==> config.mk <==
export PLATFORM = sky130hd
export DESIGN_NAME = jcu_top
export DESIGN_NICKNAME = d
export VERILOG_FILES = /design/src/jcu_fifo.v /design/src/jcu_top.v
export VERILOG_INCLUDE_DIRS = /design/src
export SDC_FILE = /design/constraint.sdc
export NUM_CORES = 1
export LEC_CHECK = 0
export BUFFER_PORTS_ARGS = -buffer_cell sky130_fd_sc_hd__buf_2
export CAP_MARGIN = 20
export CORE_MARGIN = 4
export CORE_UTILIZATION = 29
export CTS_CLUSTER_SIZE = 20
export DETAILED_ROUTE_END_ITERATION = 16
export SLEW_MARGIN = 40
export SYNTH_ARGS = -nofsm -noshare
export SYNTH_HDL_FRONTEND = slang
export SYNTH_SLANG_ARGS = --single-unit
export TNS_END_PERCENT = 10
==> constraint.sdc <==
create_clock -name sys_clk_i -period 5.4 [get_ports sys_clk_i]
set_input_delay 1.08 -clock sys_clk_i [delete_from_list [all_inputs] [get_ports sys_clk_i]]
set_output_delay 1.08 -clock sys_clk_i [all_outputs]
set_load 0.005 [all_outputs]
==> src/jcu_map.vh <==
/*
 * register map, field positions, reset values and link framing
 * constants for the character link block.
 * assumes inclusion by bare name from the design files.
 */
`ifndef JCU_MAP_VH
`define JCU_MAP_VH

// register byte addresses
`define JCU_DATA_ADDR 32'hFF201000
`define JCU_CTRL_ADDR 32'hFF201004

// field positions
`define JCU_CNT_LSB 16
`define JCU_CNT_MSB 31
`define JCU_RVALID_BIT 15
`define JCU_AC_BIT 10
`define JCU_CHAR_MSB 7
`define JCU_CHAR_LSB 0

// fifo sizing
`define JCU_FIFO_DEPTH 64
`define JCU_FIFO_CNT_W 7
`define JCU_CHAR_W 8

// link framing: one valid bit then eight data bits, lsb first
`define JCU_FRAME_BITS 4'h9
`define JCU_FRAME_CNT_W 4

// reset values
`define JCU_AC_RST 1'b0
`define JCU_RDATA_RST 32'h00000000
`define JCU_TDO_RST 1'b0

`endif

==> src/jcu_fifo.v <==
/*
 * synchronous fifo with a registered head word and occupancy count.
 * assumes push and pop come from logic on the same clock.
 */
`include "jcu_map.vh"

module jcu_fifo #(
    parameter WIDTH = `JCU_CHAR_W,
    parameter DEPTH = `JCU_FIFO_DEPTH,
    parameter CNT_W = `JCU_FIFO_CNT_W,
    parameter PTR_W = 6
) (
    // clock and reset
    input wire sys_clk_i,
    input wire rst_i,
    // fill side
    input wire in_valid_i,
    output wire in_ready_o,
    input wire [WIDTH-1:0] in_data_i,
    // drain side
    output wire out_valid_o,
    input wire out_ready_i,
    output wire [WIDTH-1:0] out_data_o,
    // occupancy
    output wire [CNT_W-1:0] count_o
);

    reg [WIDTH-1:0] mem [0:DEPTH-1];
    reg [PTR_W-1:0] wr_ptr_q;
    reg [PTR_W-1:0] rd_ptr_q;
    reg [CNT_W-1:0] count_q;
    reg [WIDTH-1:0] head_q;
    wire push;
    wire pop;
    wire empty_after_pop;
    wire [PTR_W-1:0] rd_next;

    assign in_ready_o = (count_q != DEPTH[CNT_W-1:0]);
    assign out_valid_o = (count_q != {CNT_W{1'b0}});
    assign out_data_o = head_q;
    assign count_o = count_q;
    assign push = in_valid_i & in_ready_o;
    assign pop = out_valid_o & out_ready_i;
    assign rd_next = rd_ptr_q + {{(PTR_W-1){1'b0}}, 1'b1};
    assign empty_after_pop = (count_q == {CNT_W{1'b0}}) ||
                             (pop && (count_q == {{(CNT_W-1){1'b0}}, 1'b1}));

    always @(posedge sys_clk_i) begin
        if (push) begin
            mem[wr_ptr_q] <= in_data_i;
        end
    end

    always @(posedge sys_clk_i) begin
        if (rst_i) begin
            wr_ptr_q <= {PTR_W{1'b0}};
            rd_ptr_q <= {PTR_W{1'b0}};
            count_q <= {CNT_W{1'b0}};
            head_q <= {WIDTH{1'b0}};
        end else begin
            if (push) begin
                wr_ptr_q <= wr_ptr_q + {{(PTR_W-1){1'b0}}, 1'b1};
            end
            if (pop) begin
                rd_ptr_q <= rd_next;
            end
            if (push && !pop) begin
                count_q <= count_q + {{(CNT_W-1){1'b0}}, 1'b1};
            end else if (pop && !push) begin
                count_q <= count_q - {{(CNT_W-1){1'b0}}, 1'b1};
            end
            if (push && empty_after_pop) begin
                head_q <= in_data_i;
            end else if (pop) begin
                head_q <= mem[rd_next];
            end
        end
    end

endmodule

==> src/jcu_top.v <==
/*
 * character link block: memory-mapped data and control registers,
 * a receive fifo and a transmit fifo, and a framed serial link to the host.
 * assumes a single-cycle read and write strobe from the processor side and
 * a host link clock slower than a quarter of sys_clk_i.
 */
// Behaviour
// - data register decoded at its fixed address
// - control register decoded at its fixed address
// - host characters queue in 64-entry receive fifo
// - data bits 31-16 give receive count
// - host characters dropped when receive fifo full
// - bit 15 set whenever receive fifo nonempty
// - data read pops head, returns decremented count
// - empty receive fifo reads valid bit zero
// - outgoing characters queue in 64-entry transmit fifo
// - data write pushes low byte for transmit
// - data write leaves receive side untouched
// - control bits 31-16 give free transmit slots
// - data write dropped when transmit fifo full
// - bit 10 set once host used link
// - writing one clears accessed flag; zero keeps
`include "jcu_map.vh"

module jcu_top #(
    parameter DEPTH = `JCU_FIFO_DEPTH,
    parameter CNT_W = `JCU_FIFO_CNT_W
) (
    // clock and reset
    input wire sys_clk_i,
    input wire rst_i,
    // processor register port
    input wire [31:0] bus_addr_i,
    input wire bus_rd_i,
    input wire bus_wr_i,
    input wire [31:0] bus_wdata_i,
    output wire [31:0] bus_rdata_o,
    output wire bus_ack_o,
    // host link
    input wire link_clk_i,
    input wire link_sel_i,
    input wire link_din_i,
    output wire link_dout_o
);

    // register port state
    reg [31:0] rdata_q;
    reg [31:0] rdata_d;
    reg ack_q;
    reg ack_d;
    reg host_accessed_flag_q;
    reg host_accessed_flag_d;

    // link synchronisers
    reg clk_meta_q;
    reg clk_sync_q;
    reg clk_prev_q;
    reg sel_meta_q;
    reg sel_sync_q;
    reg sel_prev_q;
    reg din_meta_q;
    reg din_sync_q;

    // link framing state
    reg [`JCU_FRAME_BITS-1:0] shift_in_q;
    reg [`JCU_FRAME_BITS-1:0] shift_in_d;
    reg [`JCU_FRAME_BITS-1:0] shift_out_q;
    reg [`JCU_FRAME_BITS-1:0] shift_out_d;
    reg [`JCU_FRAME_CNT_W-1:0] bit_cnt_q;
    reg [`JCU_FRAME_CNT_W-1:0] bit_cnt_d;
    reg dout_q;
    reg dout_d;

    // decode
    wire hit_data;
    wire hit_ctrl;
    wire rd_data;
    wire rd_ctrl;
    wire wr_data;
    wire wr_ctrl;

    // link events
    wire clk_rise;
    wire clk_fall;
    wire frame_start;
    wire frame_end;
    wire frame_ok;

    // fifo wiring
    wire rx_push_valid;
    wire rx_ready;
    wire rx_valid;
    wire rx_pop;
    wire [`JCU_CHAR_W-1:0] rx_head;
    wire [CNT_W-1:0] rx_count;
    wire tx_push_valid;
    wire tx_ready;
    wire tx_valid;
    wire tx_pop;
    wire [`JCU_CHAR_W-1:0] tx_head;
    wire [CNT_W-1:0] tx_count;

    // derived fields
    wire [15:0] rx_count_field;
    wire [15:0] tx_space_field;
    wire [CNT_W-1:0] rx_count_after;

    // ------------------------------------------------------------
    // address decode
    // ------------------------------------------------------------
    assign hit_data = (bus_addr_i == `JCU_DATA_ADDR);
    assign hit_ctrl = (bus_addr_i == `JCU_CTRL_ADDR);
    assign rd_data = bus_rd_i & hit_data;
    assign rd_ctrl = bus_rd_i & hit_ctrl;
    assign wr_data = bus_wr_i & hit_data;
    assign wr_ctrl = bus_wr_i & hit_ctrl;

    // ------------------------------------------------------------
    // receive fifo: host to processor
    // ------------------------------------------------------------
    assign rx_push_valid = frame_ok & shift_in_q[0];
    assign rx_pop = rd_data;

    jcu_fifo #(
        .WIDTH(`JCU_CHAR_W),
        .DEPTH(DEPTH),
        .CNT_W(CNT_W)
    ) u_rx_fifo (
        .sys_clk_i(sys_clk_i),
        .rst_i(rst_i),
        .in_valid_i(rx_push_valid),
        .in_ready_o(rx_ready),
        .in_data_i(shift_in_q[`JCU_FRAME_BITS-1:1]),
        .out_valid_o(rx_valid),
        .out_ready_i(rx_pop),
        .out_data_o(rx_head),
        .count_o(rx_count)
    );

    // ------------------------------------------------------------
    // transmit fifo: processor to host
    // ------------------------------------------------------------
    assign tx_push_valid = wr_data;
    assign tx_pop = frame_start;

    jcu_fifo #(
        .WIDTH(`JCU_CHAR_W),
        .DEPTH(DEPTH),
        .CNT_W(CNT_W)
    ) u_tx_fifo (
        .sys_clk_i(sys_clk_i),
        .rst_i(rst_i),
        .in_valid_i(tx_push_valid),
        .in_ready_o(tx_ready),
        .in_data_i(bus_wdata_i[`JCU_CHAR_MSB:`JCU_CHAR_LSB]),
        .out_valid_o(tx_valid),
        .out_ready_i(tx_pop),
        .out_data_o(tx_head),
        .count_o(tx_count)
    );

    // ------------------------------------------------------------
    // status fields
    // ------------------------------------------------------------
    assign rx_count_after = rx_valid ? (rx_count - {{(CNT_W-1){1'b0}}, 1'b1}) : rx_count;
    assign rx_count_field = {{(16-CNT_W){1'b0}}, rx_count_after};
    assign tx_space_field = {{(16-CNT_W){1'b0}}, DEPTH[CNT_W-1:0] - tx_count};

    // ------------------------------------------------------------
    // register read path and accessed flag
    // ------------------------------------------------------------
    always @* begin
        rdata_d = `JCU_RDATA_RST;
        ack_d = bus_rd_i | bus_wr_i;
        host_accessed_flag_d = host_accessed_flag_q;
        if (rd_data) begin
            rdata_d[`JCU_CNT_MSB:`JCU_CNT_LSB] = rx_count_field;
            rdata_d[`JCU_RVALID_BIT] = rx_valid;
            rdata_d[`JCU_CHAR_MSB:`JCU_CHAR_LSB] = rx_head;
        end else if (rd_ctrl) begin
            rdata_d[`JCU_CNT_MSB:`JCU_CNT_LSB] = tx_space_field;
            rdata_d[`JCU_AC_BIT] = host_accessed_flag_q;
        end
        if (wr_ctrl && bus_wdata_i[`JCU_AC_BIT]) begin
            host_accessed_flag_d = 1'b0;
        end
        if (frame_ok) begin
            host_accessed_flag_d = 1'b1;
        end
    end

    always @(posedge sys_clk_i) begin
        if (rst_i) begin
            rdata_q <= `JCU_RDATA_RST;
            ack_q <= 1'b0;
            host_accessed_flag_q <= `JCU_AC_RST;
        end else begin
            rdata_q <= rdata_d;
            ack_q <= ack_d;
            host_accessed_flag_q <= host_accessed_flag_d;
        end
    end

    // ------------------------------------------------------------
    // link input synchronisers
    // ------------------------------------------------------------
    always @(posedge sys_clk_i) begin
        if (rst_i) begin
            clk_meta_q <= 1'b0;
            clk_sync_q <= 1'b0;
            clk_prev_q <= 1'b0;
            sel_meta_q <= 1'b0;
            sel_sync_q <= 1'b0;
            sel_prev_q <= 1'b0;
            din_meta_q <= 1'b0;
            din_sync_q <= 1'b0;
        end else begin
            clk_meta_q <= link_clk_i;
            clk_sync_q <= clk_meta_q;
            clk_prev_q <= clk_sync_q;
            sel_meta_q <= link_sel_i;
            sel_sync_q <= sel_meta_q;
            sel_prev_q <= sel_sync_q;
            din_meta_q <= link_din_i;
            din_sync_q <= din_meta_q;
        end
    end

    assign clk_rise = clk_sync_q & ~clk_prev_q;
    assign clk_fall = ~clk_sync_q & clk_prev_q;
    assign frame_start = sel_sync_q & ~sel_prev_q;
    assign frame_end = ~sel_sync_q & sel_prev_q;
    assign frame_ok = frame_end & (bit_cnt_q == `JCU_FRAME_BITS);

    // ------------------------------------------------------------
    // link framing
    // each frame carries one valid bit then one character, lsb first,
    // in both directions at once; short or long frames are not received, but each frame start still pops the transmit head
    // ------------------------------------------------------------
    always @* begin
        shift_in_d = shift_in_q;
        shift_out_d = shift_out_q;
        bit_cnt_d = bit_cnt_q;
        dout_d = dout_q;
        if (frame_start) begin
            shift_out_d = {tx_head, tx_valid};
            bit_cnt_d = {`JCU_FRAME_CNT_W{1'b0}};
            dout_d = tx_valid;
        end else if (sel_sync_q) begin
            if (clk_rise) begin
                shift_in_d = {din_sync_q, shift_in_q[`JCU_FRAME_BITS-1:1]};
                if (bit_cnt_q != {`JCU_FRAME_CNT_W{1'b1}}) begin
                    bit_cnt_d = bit_cnt_q + {{(`JCU_FRAME_CNT_W-1){1'b0}}, 1'b1};
                end
            end
            if (clk_fall) begin
                shift_out_d = {1'b0, shift_out_q[`JCU_FRAME_BITS-1:1]};
                dout_d = shift_out_q[1];
            end
        end else begin
            dout_d = `JCU_TDO_RST;
        end
    end

    always @(posedge sys_clk_i) begin
        if (rst_i) begin
            shift_in_q <= {`JCU_FRAME_BITS{1'b0}};
            shift_out_q <= {`JCU_FRAME_BITS{1'b0}};
            bit_cnt_q <= {`JCU_FRAME_CNT_W{1'b0}};
            dout_q <= `JCU_TDO_RST;
        end else begin
            shift_in_q <= shift_in_d;
            shift_out_q <= shift_out_d;
            bit_cnt_q <= bit_cnt_d;
            dout_q <= dout_d;
        end
    end

    // ------------------------------------------------------------
    // outputs
    // ------------------------------------------------------------
    assign bus_rdata_o = rdata_q;
    assign bus_ack_o = ack_q;
    assign link_dout_o = dout_q;

endmodule

### After elaboration in Yosys (flattened, before gate mapping)

Memories as Yosys holds them, arrays and structs flattened.
Index checks and enable logic that the tools add are counted.
W data, S select, Z words.

* bits in registers: 119
* bits in latches: 0
* memory bits (writable): 1024
* bits in read-only memories: 0
* input port bits: 71
* output and inout port bits: 34
* word-level logic and storage cells: 126
* memories: 2

* add/subtract/negate cells: 10
* multipliers: 0
* divide/modulo/power cells: 0
* order comparisons: 0
* eq/ne operators: 9
* shift-type cells: 0
* multiplexer cells: 23
* bitwise operators: 22
* reductions and logical operators: 33

Memory list
* u_rx_fifo.mem: depth 64, width 8, rd ports 1, clocked after memory_dff 0, write ports 1, line jcu_fifo.v:28 `reg [WIDTH-1:0] mem [0:DEPTH-1];`
* u_tx_fifo.mem: depth 64, width 8, rd ports 1, clocked after memory_dff 0, write ports 1, line jcu_fifo.v:28

Operators with widths (number)
* $eq A32 B32 Y1 const B: 2
* $mux W7: 7
* $mux W8: 4
* $mux W9: 3
* $add A6 B1 Y6 const B: 4
* $add A7 B1 Y7 const B: 2
* $and A1 B1 Y1: 14
* $eq A7 B1 Y1 const B: 2
* $logic_not A7 Y1: 2
* $ne A7 B7 Y1 const B: 2
* $reduce_bool A2 Y1: 7
* $reduce_bool A7 Y1: 2
* $sub A7 B1 Y7 const B: 2
* $logic_and A1 B1 Y1: 9
* $mux W1: 9
* $not A1 Y1: 7
* $sub A7 B7 Y7 const A: 1
* $reduce_and A3 Y1: 2
* $reduce_or A2 Y1: 3
* $add A4 B1 Y4 const B: 1
* $eq A4 B4 Y1 const B: 1
* $logic_not A1 Y1: 4
* $ne A4 B4 Y1 const B: 1
* $ne A3 B1 Y1 const B: 1
* other kinds (4): 5

### Longest topological paths before layout

* depth after elaboration: 9
* depth in mapped cells: 15
* mapped depth without buffers: 13

### Cells and area by module

A second synthesis with hierarchy kept.

* cells, all modules: 2633
* area, all modules: 44961.9 um^2

By module, submodules not included
* jcu_fifo: times used 2, cells each 1196, area each 21368.0 um^2, seq. area each 15915.3 um^2
* jcu_top: times used 1, cells each 241, area each 2225.9 um^2, seq. area each 980.9 um^2

### Worst setup path after synthesis

No wires, ideal clock.

* path type: in2reg
* start point: input port bus_addr_i[17]
* end point: memory u_tx_fifo.mem[43][0] (netlist name) (enable)
* setup time: 370 ps
* data arrival time: 3175 ps
* data required time: 5030 ps
* path slack: 1854 ps
* stages on the path: 7
* path buffers: 1
* path through: or4_4 > nor4_2 > and4_1 > buf_2 > nor2b_1 > nand3_1 > nor2_1

* cells in the longest elaborated chain, start to end: 5

RTL lines
* start, declared: line jcu_top.v:33 `input wire [31:0] bus_addr_i,`
* $eq A32 B32 Y1 (no line)
* $and A1 B1 Y1: line jcu_top.v:115 `assign wr_data = bus_wr_i & hit_data;`
* $and A1 B1 Y1: line jcu_fifo.v:42 `assign push = in_valid_i & in_ready_o;`
* named net u_tx_fifo.push: line jcu_fifo.v:33 `wire push;`
* $mux W1: line jcu_fifo.v:49 `if (push) begin`
* $mux W1 (implied by the code): line jcu_fifo.v:50 `mem[wr_ptr_q] <= in_data_i;`
* end, declared: line jcu_fifo.v:28

The timed path passes the listed nets, and every way through them passes these cells.

### Final worst setup path

* start point: register u_rx_fifo.count_q[0], in the netlist u_rx_fifo.count_o[0]
* end point: memory u_rx_fifo.mem[11][6] (netlist name) (enable)

* cells in the longest elaborated chain, start to end: 4

RTL lines
* start, declared: line jcu_fifo.v:31 `reg [CNT_W-1:0] count_q;`
* start signal, assigned: line jcu_fifo.v:58 `count_q <= {CNT_W{1'b0}};`
* start signal, assigned: line jcu_fifo.v:68 `count_q <= count_q + {{(CNT_W-1){1'b0}}, 1'b1};`
* start signal, assigned: line jcu_fifo.v:70 `count_q <= count_q - {{(CNT_W-1){1'b0}}, 1'b1};`
* $ne A7 B7 Y1: line jcu_fifo.v:38 `assign in_ready_o = (count_q != DEPTH[CNT_W-1:0]);`
* $and A1 B1 Y1: line jcu_fifo.v:42
* named net u_rx_fifo.push: line jcu_fifo.v:33
* $mux W1: line jcu_fifo.v:49
* $mux W1 (implied by the code): line jcu_fifo.v:50
* end, declared: line jcu_fifo.v:28

The timed path passes the listed nets, and every way through them passes these cells.

==> flow_summary.yaml <==
grt:
  grt_first_pass_wirelength_um: 148900
  antenna_found_initial: 4
  overflow: 0
  first_global_vias: 22090
  grt_max_degree: 97
  grt_usage_pct: 12.49
pwr:
  power.density_nw_per_um2: 331.9
  max-vdd-ir-drop_v: 0.0002430
  pwr-share-comb_pct: 1.6
  p_int_mw: 13.70
  clkPwrFrac_pct: 43.0
  leakagePower_nw: 15.78
  p_switching_mw: 3.374
  seq_power_share_pct: 55.4
  swShare_pct: 19.77
sta:
  timing.setup.tns_ps: 0
  holdWs_ps: 433.0
  tightest_slew_ps: 872.2
  drv_slew: 0
  rsz0062_at_grt: "false"
  hold_viol_final: 0
  slew_headroom_pct: 41.64
  post-route-period-util_pct: 72.72
  max_freq_mhz: 254.7
  setup_violations: 0
  fin_crit_ps: 3927
  clock_skew_ps: 20.59
cts:
  post_cts_resized: 0
  cts.sinks: 1127
  cts_tree: "yes"
  cts.path.max_buffers: 3
  htreeDepth: 3
  postCtsSetupRepairBufs: 0
  clk_pin_slew_ps: 60
  clk_latency_ps: 690
  clock_tree.root_cell: "clkbuf_16"
  postCtsHoldBufs: 0
  cts_buffers: 106
detailed_routing:
  dr.pass1.iters: 5
  detail_route.wl_per_cell_um: 21.62
  drt_iter0_drc: 2288
  wirelength_um: 101100
  num_vias: 22380
  via_per_inst: 4.786
  antenna_violating_nets_post_route: 0
  post-route-drc-count: 0
yosys:
  ys_seq_area_share_pct: 73.77
  synth.area.top_cells: "edfxtp_1 69%, mux4_2 14%, dfxtp_1 4.6%, nor2_1 1.9%, nand2_1 1.3%"
  synth.most_common_cell: "edfxtp_1"
  synth-compound-area-share_pct: 2.518
  synth_top_area_share_pct: 69.13
  synth_ff_type: "edfxtp_1"
  synth_edf_count: 1024
  yosys_warnings: 0
  ys_ff_latch: 1127
  synthSimpleGateAreaFrac_pct: 5.651
  synth_mux_area_share_pct: 15.06
  synth_xor_xnor_area_share_pct: 1.001
  yosysTopAreaCell: "edfxtp_1"
  yosys.area_share.adder_pct: 0.4219
  synth_top_family_by_area: "multiplexers"
  synthTopCellsByCount: "1024 x edfxtp_1, 275 x mux4_2, 223 x nor2_1"
  synth_cell_types: 71
  synth.avg_cell_area_um2: 18.62
  synthArstFlopShare_pct: 0
  netlist_instances: 2389
  synthesis.area_um2: 44480
layout:
  fin_util_pct: 33.78
  synthToLayoutAreaGrowth_pct: 15.64
  finalNetCount: 2641
  final_layout_size_suffix_gt1_share_pct: 25.94
setup_path:
  cp_max_fo: 10
  crit_end: "u_rx_fifo.mem[11][6]$_DFFE_PP_"
  reg2reg_to: "u_rx_fifo.mem[11][6]$_DFFE_PP_"
  worst_setup_path_end_kind: "flip-flop"
  crit_type: "reg2reg"
  rr_worst_depth: 8
  worst_ep_required_time_ps: 5710
  arrival_ps: 4240
  ff2ff_setup_slack_ps: 1470
  worstSetupStartpointType: "flip-flop"
  slowest_stage: "nor2_1"
  cp_cell_sequence: "inv_1 > ha_1 > or3b_2 > nor3_1 > a21oi_2 > nor2b_1 > nand3_1 > nor2_1"
  timing.rr.start: "u_rx_fifo.count_o[0]$_SDFFE_PP0P_"
  slowest_delay_ps: 910
  startpoint: "u_rx_fifo.count_o[0]$_SDFFE_PP0P_"
hold_path:
  worstHoldStart: "din_sync_q$_SDFF_PP0_"
  hp-class: "reg2reg"
floorplanning:
  io_pins: 105
  floorplan.initialDensity_pct: 29.21
  rows: 143
  die_h_um: 399.6
  die_w_um: 399.6
  core_region_area_um2: 152300
  dieArea_um2: 159700
job:
  maxCapViolCount: 0
status:
  status: "completed"
placement:
  hpwl_um: 61860
  portBuffers: 66
  place_congestion: 0.8327
-- routing by layer --
metal / GRT usage [%] / routed length (µm) / vias up
met1: 17.92 / 44850 / 11620
met5: 0 / 12 / -
met3: 2.886 / 7360 / 156
li1: - / - / 9883
met2: 19.17 / 46490 / 713
met4: 3.176 / 2362 / 2
-- kinds of logic after synthesis --
family,count (synthesis)
multiplexers,325
buffers and inverters,157
other,1
AO/OA/AOI/OAI,166
AND/OR/NAND/NOR,548
adder cells (fa/ha/maj),15
XOR/XNOR,50
flip-flops,1127
-- cell usage in the layout, fill, tap and decap left out, types with 9 or more instances in the layout --
cell	count
edfxtp_1	1024
nand2b_1	9
buf_2	65
ha_1	13
clkbuf_1	30
nor2b_1	21
nand3_1	29
xnor2_1	18
dfxtp_1	93
clkbuf_8	10
clkinv_1	19
xor2_1	22
and2_1	11
nor3_1	26
o22ai_1	14
conb_1	15
mux2i_1	46
nor4_1	15
a21oi_1	48
nand4_1	12
clkinv_2	15
clkbuf_16	108
mux4_2	275
a311oi_1	14
o21ai_0	15
nor2_2	33
or3_1	10
nor2_1	191
inv_1	14
a211oi_1	26
nand2_1	150
buf_4	110
-- worst min path at each step --
stage | slack (ps) | to | cells after the start
final | 430 | shift_in_q[8]$_SDFFE_PP0P_ | 2
after global routing | 460 | din_sync_q$_SDFF_PP0_ | 1
after CTS | 440 | din_sync_q$_SDFF_PP0_ | 1
after detailed placement | 420 | din_sync_q$_SDFF_PP0_ | 1
after global placement | 420 | din_sync_q$_SDFF_PP0_ | 1
after floorplan | 410 | clk_sync_q$_SDFF_PP0_ | 1
-- sequential cells by signal (all words and copies together) (netlist names), 4 cells and up --
name and cells:
shift_out_q 8, u_rx_fifo.mem 512, u_rx_fifo.rd_ptr_q 6, u_tx_fifo.out_data_o 8, u_rx_fifo.wr_ptr_q 6, u_rx_fifo.out_data_o 8, shift_in_q 9, u_tx_fifo.wr_ptr_q 6
bit_cnt_q 4, u_tx_fifo.count_o 7, u_tx_fifo.mem 512, bus_rdata_o 17, u_rx_fifo.count_o 7, u_tx_fifo.rd_ptr_q 6
-- cell type report --
class | instances | area, µm²
diodes | 1 | 2.502
fillers | 14300 | 100800
well taps | 2030 | 2540
clock buffers | 148 | 2953
flip-flops and latches | 1127 | 32830
multi-input cells | 1119 | 11240
inverters | 17 | 63.81
clock inverters | 50 | 461.7
repair buffers | 184 | 1341
-- power by group through the flow --
stage                     Clock (mW)  Combinational, mW  Sequential (mW)
after CTS                       7.52              0.280             9.45
after floorplan                    0              0.149             9.64
final                           7.34              0.277             9.46
after global placement             0              0.276             9.64
after global routing            7.88              0.303             9.45
after detailed placement           0              0.279             9.64
-- critical path, delay by kind of cell, from the launching register on --
family | cells | cell delay, ps
fa+ha+maj | 1 | 270
flops | 1 | 560
compound gates | 1 | 450
buf+inv | 1 | 90
simple gates | 5 | 2170
-- stage by stage --
step	setup slack, ps	cells	instance area, µm²	total power [mW]
after global placement	1128	4474	47820	9.918
final	1473	4676	51440	17.07
after floorplan	1854	2403	44530	9.785
after global routing	1258	4675	51430	17.64
after detailed placement	1063	4476	47900	9.921
after CTS	1239	4674	51310	17.25
Power figures use the tool's default switching activity.
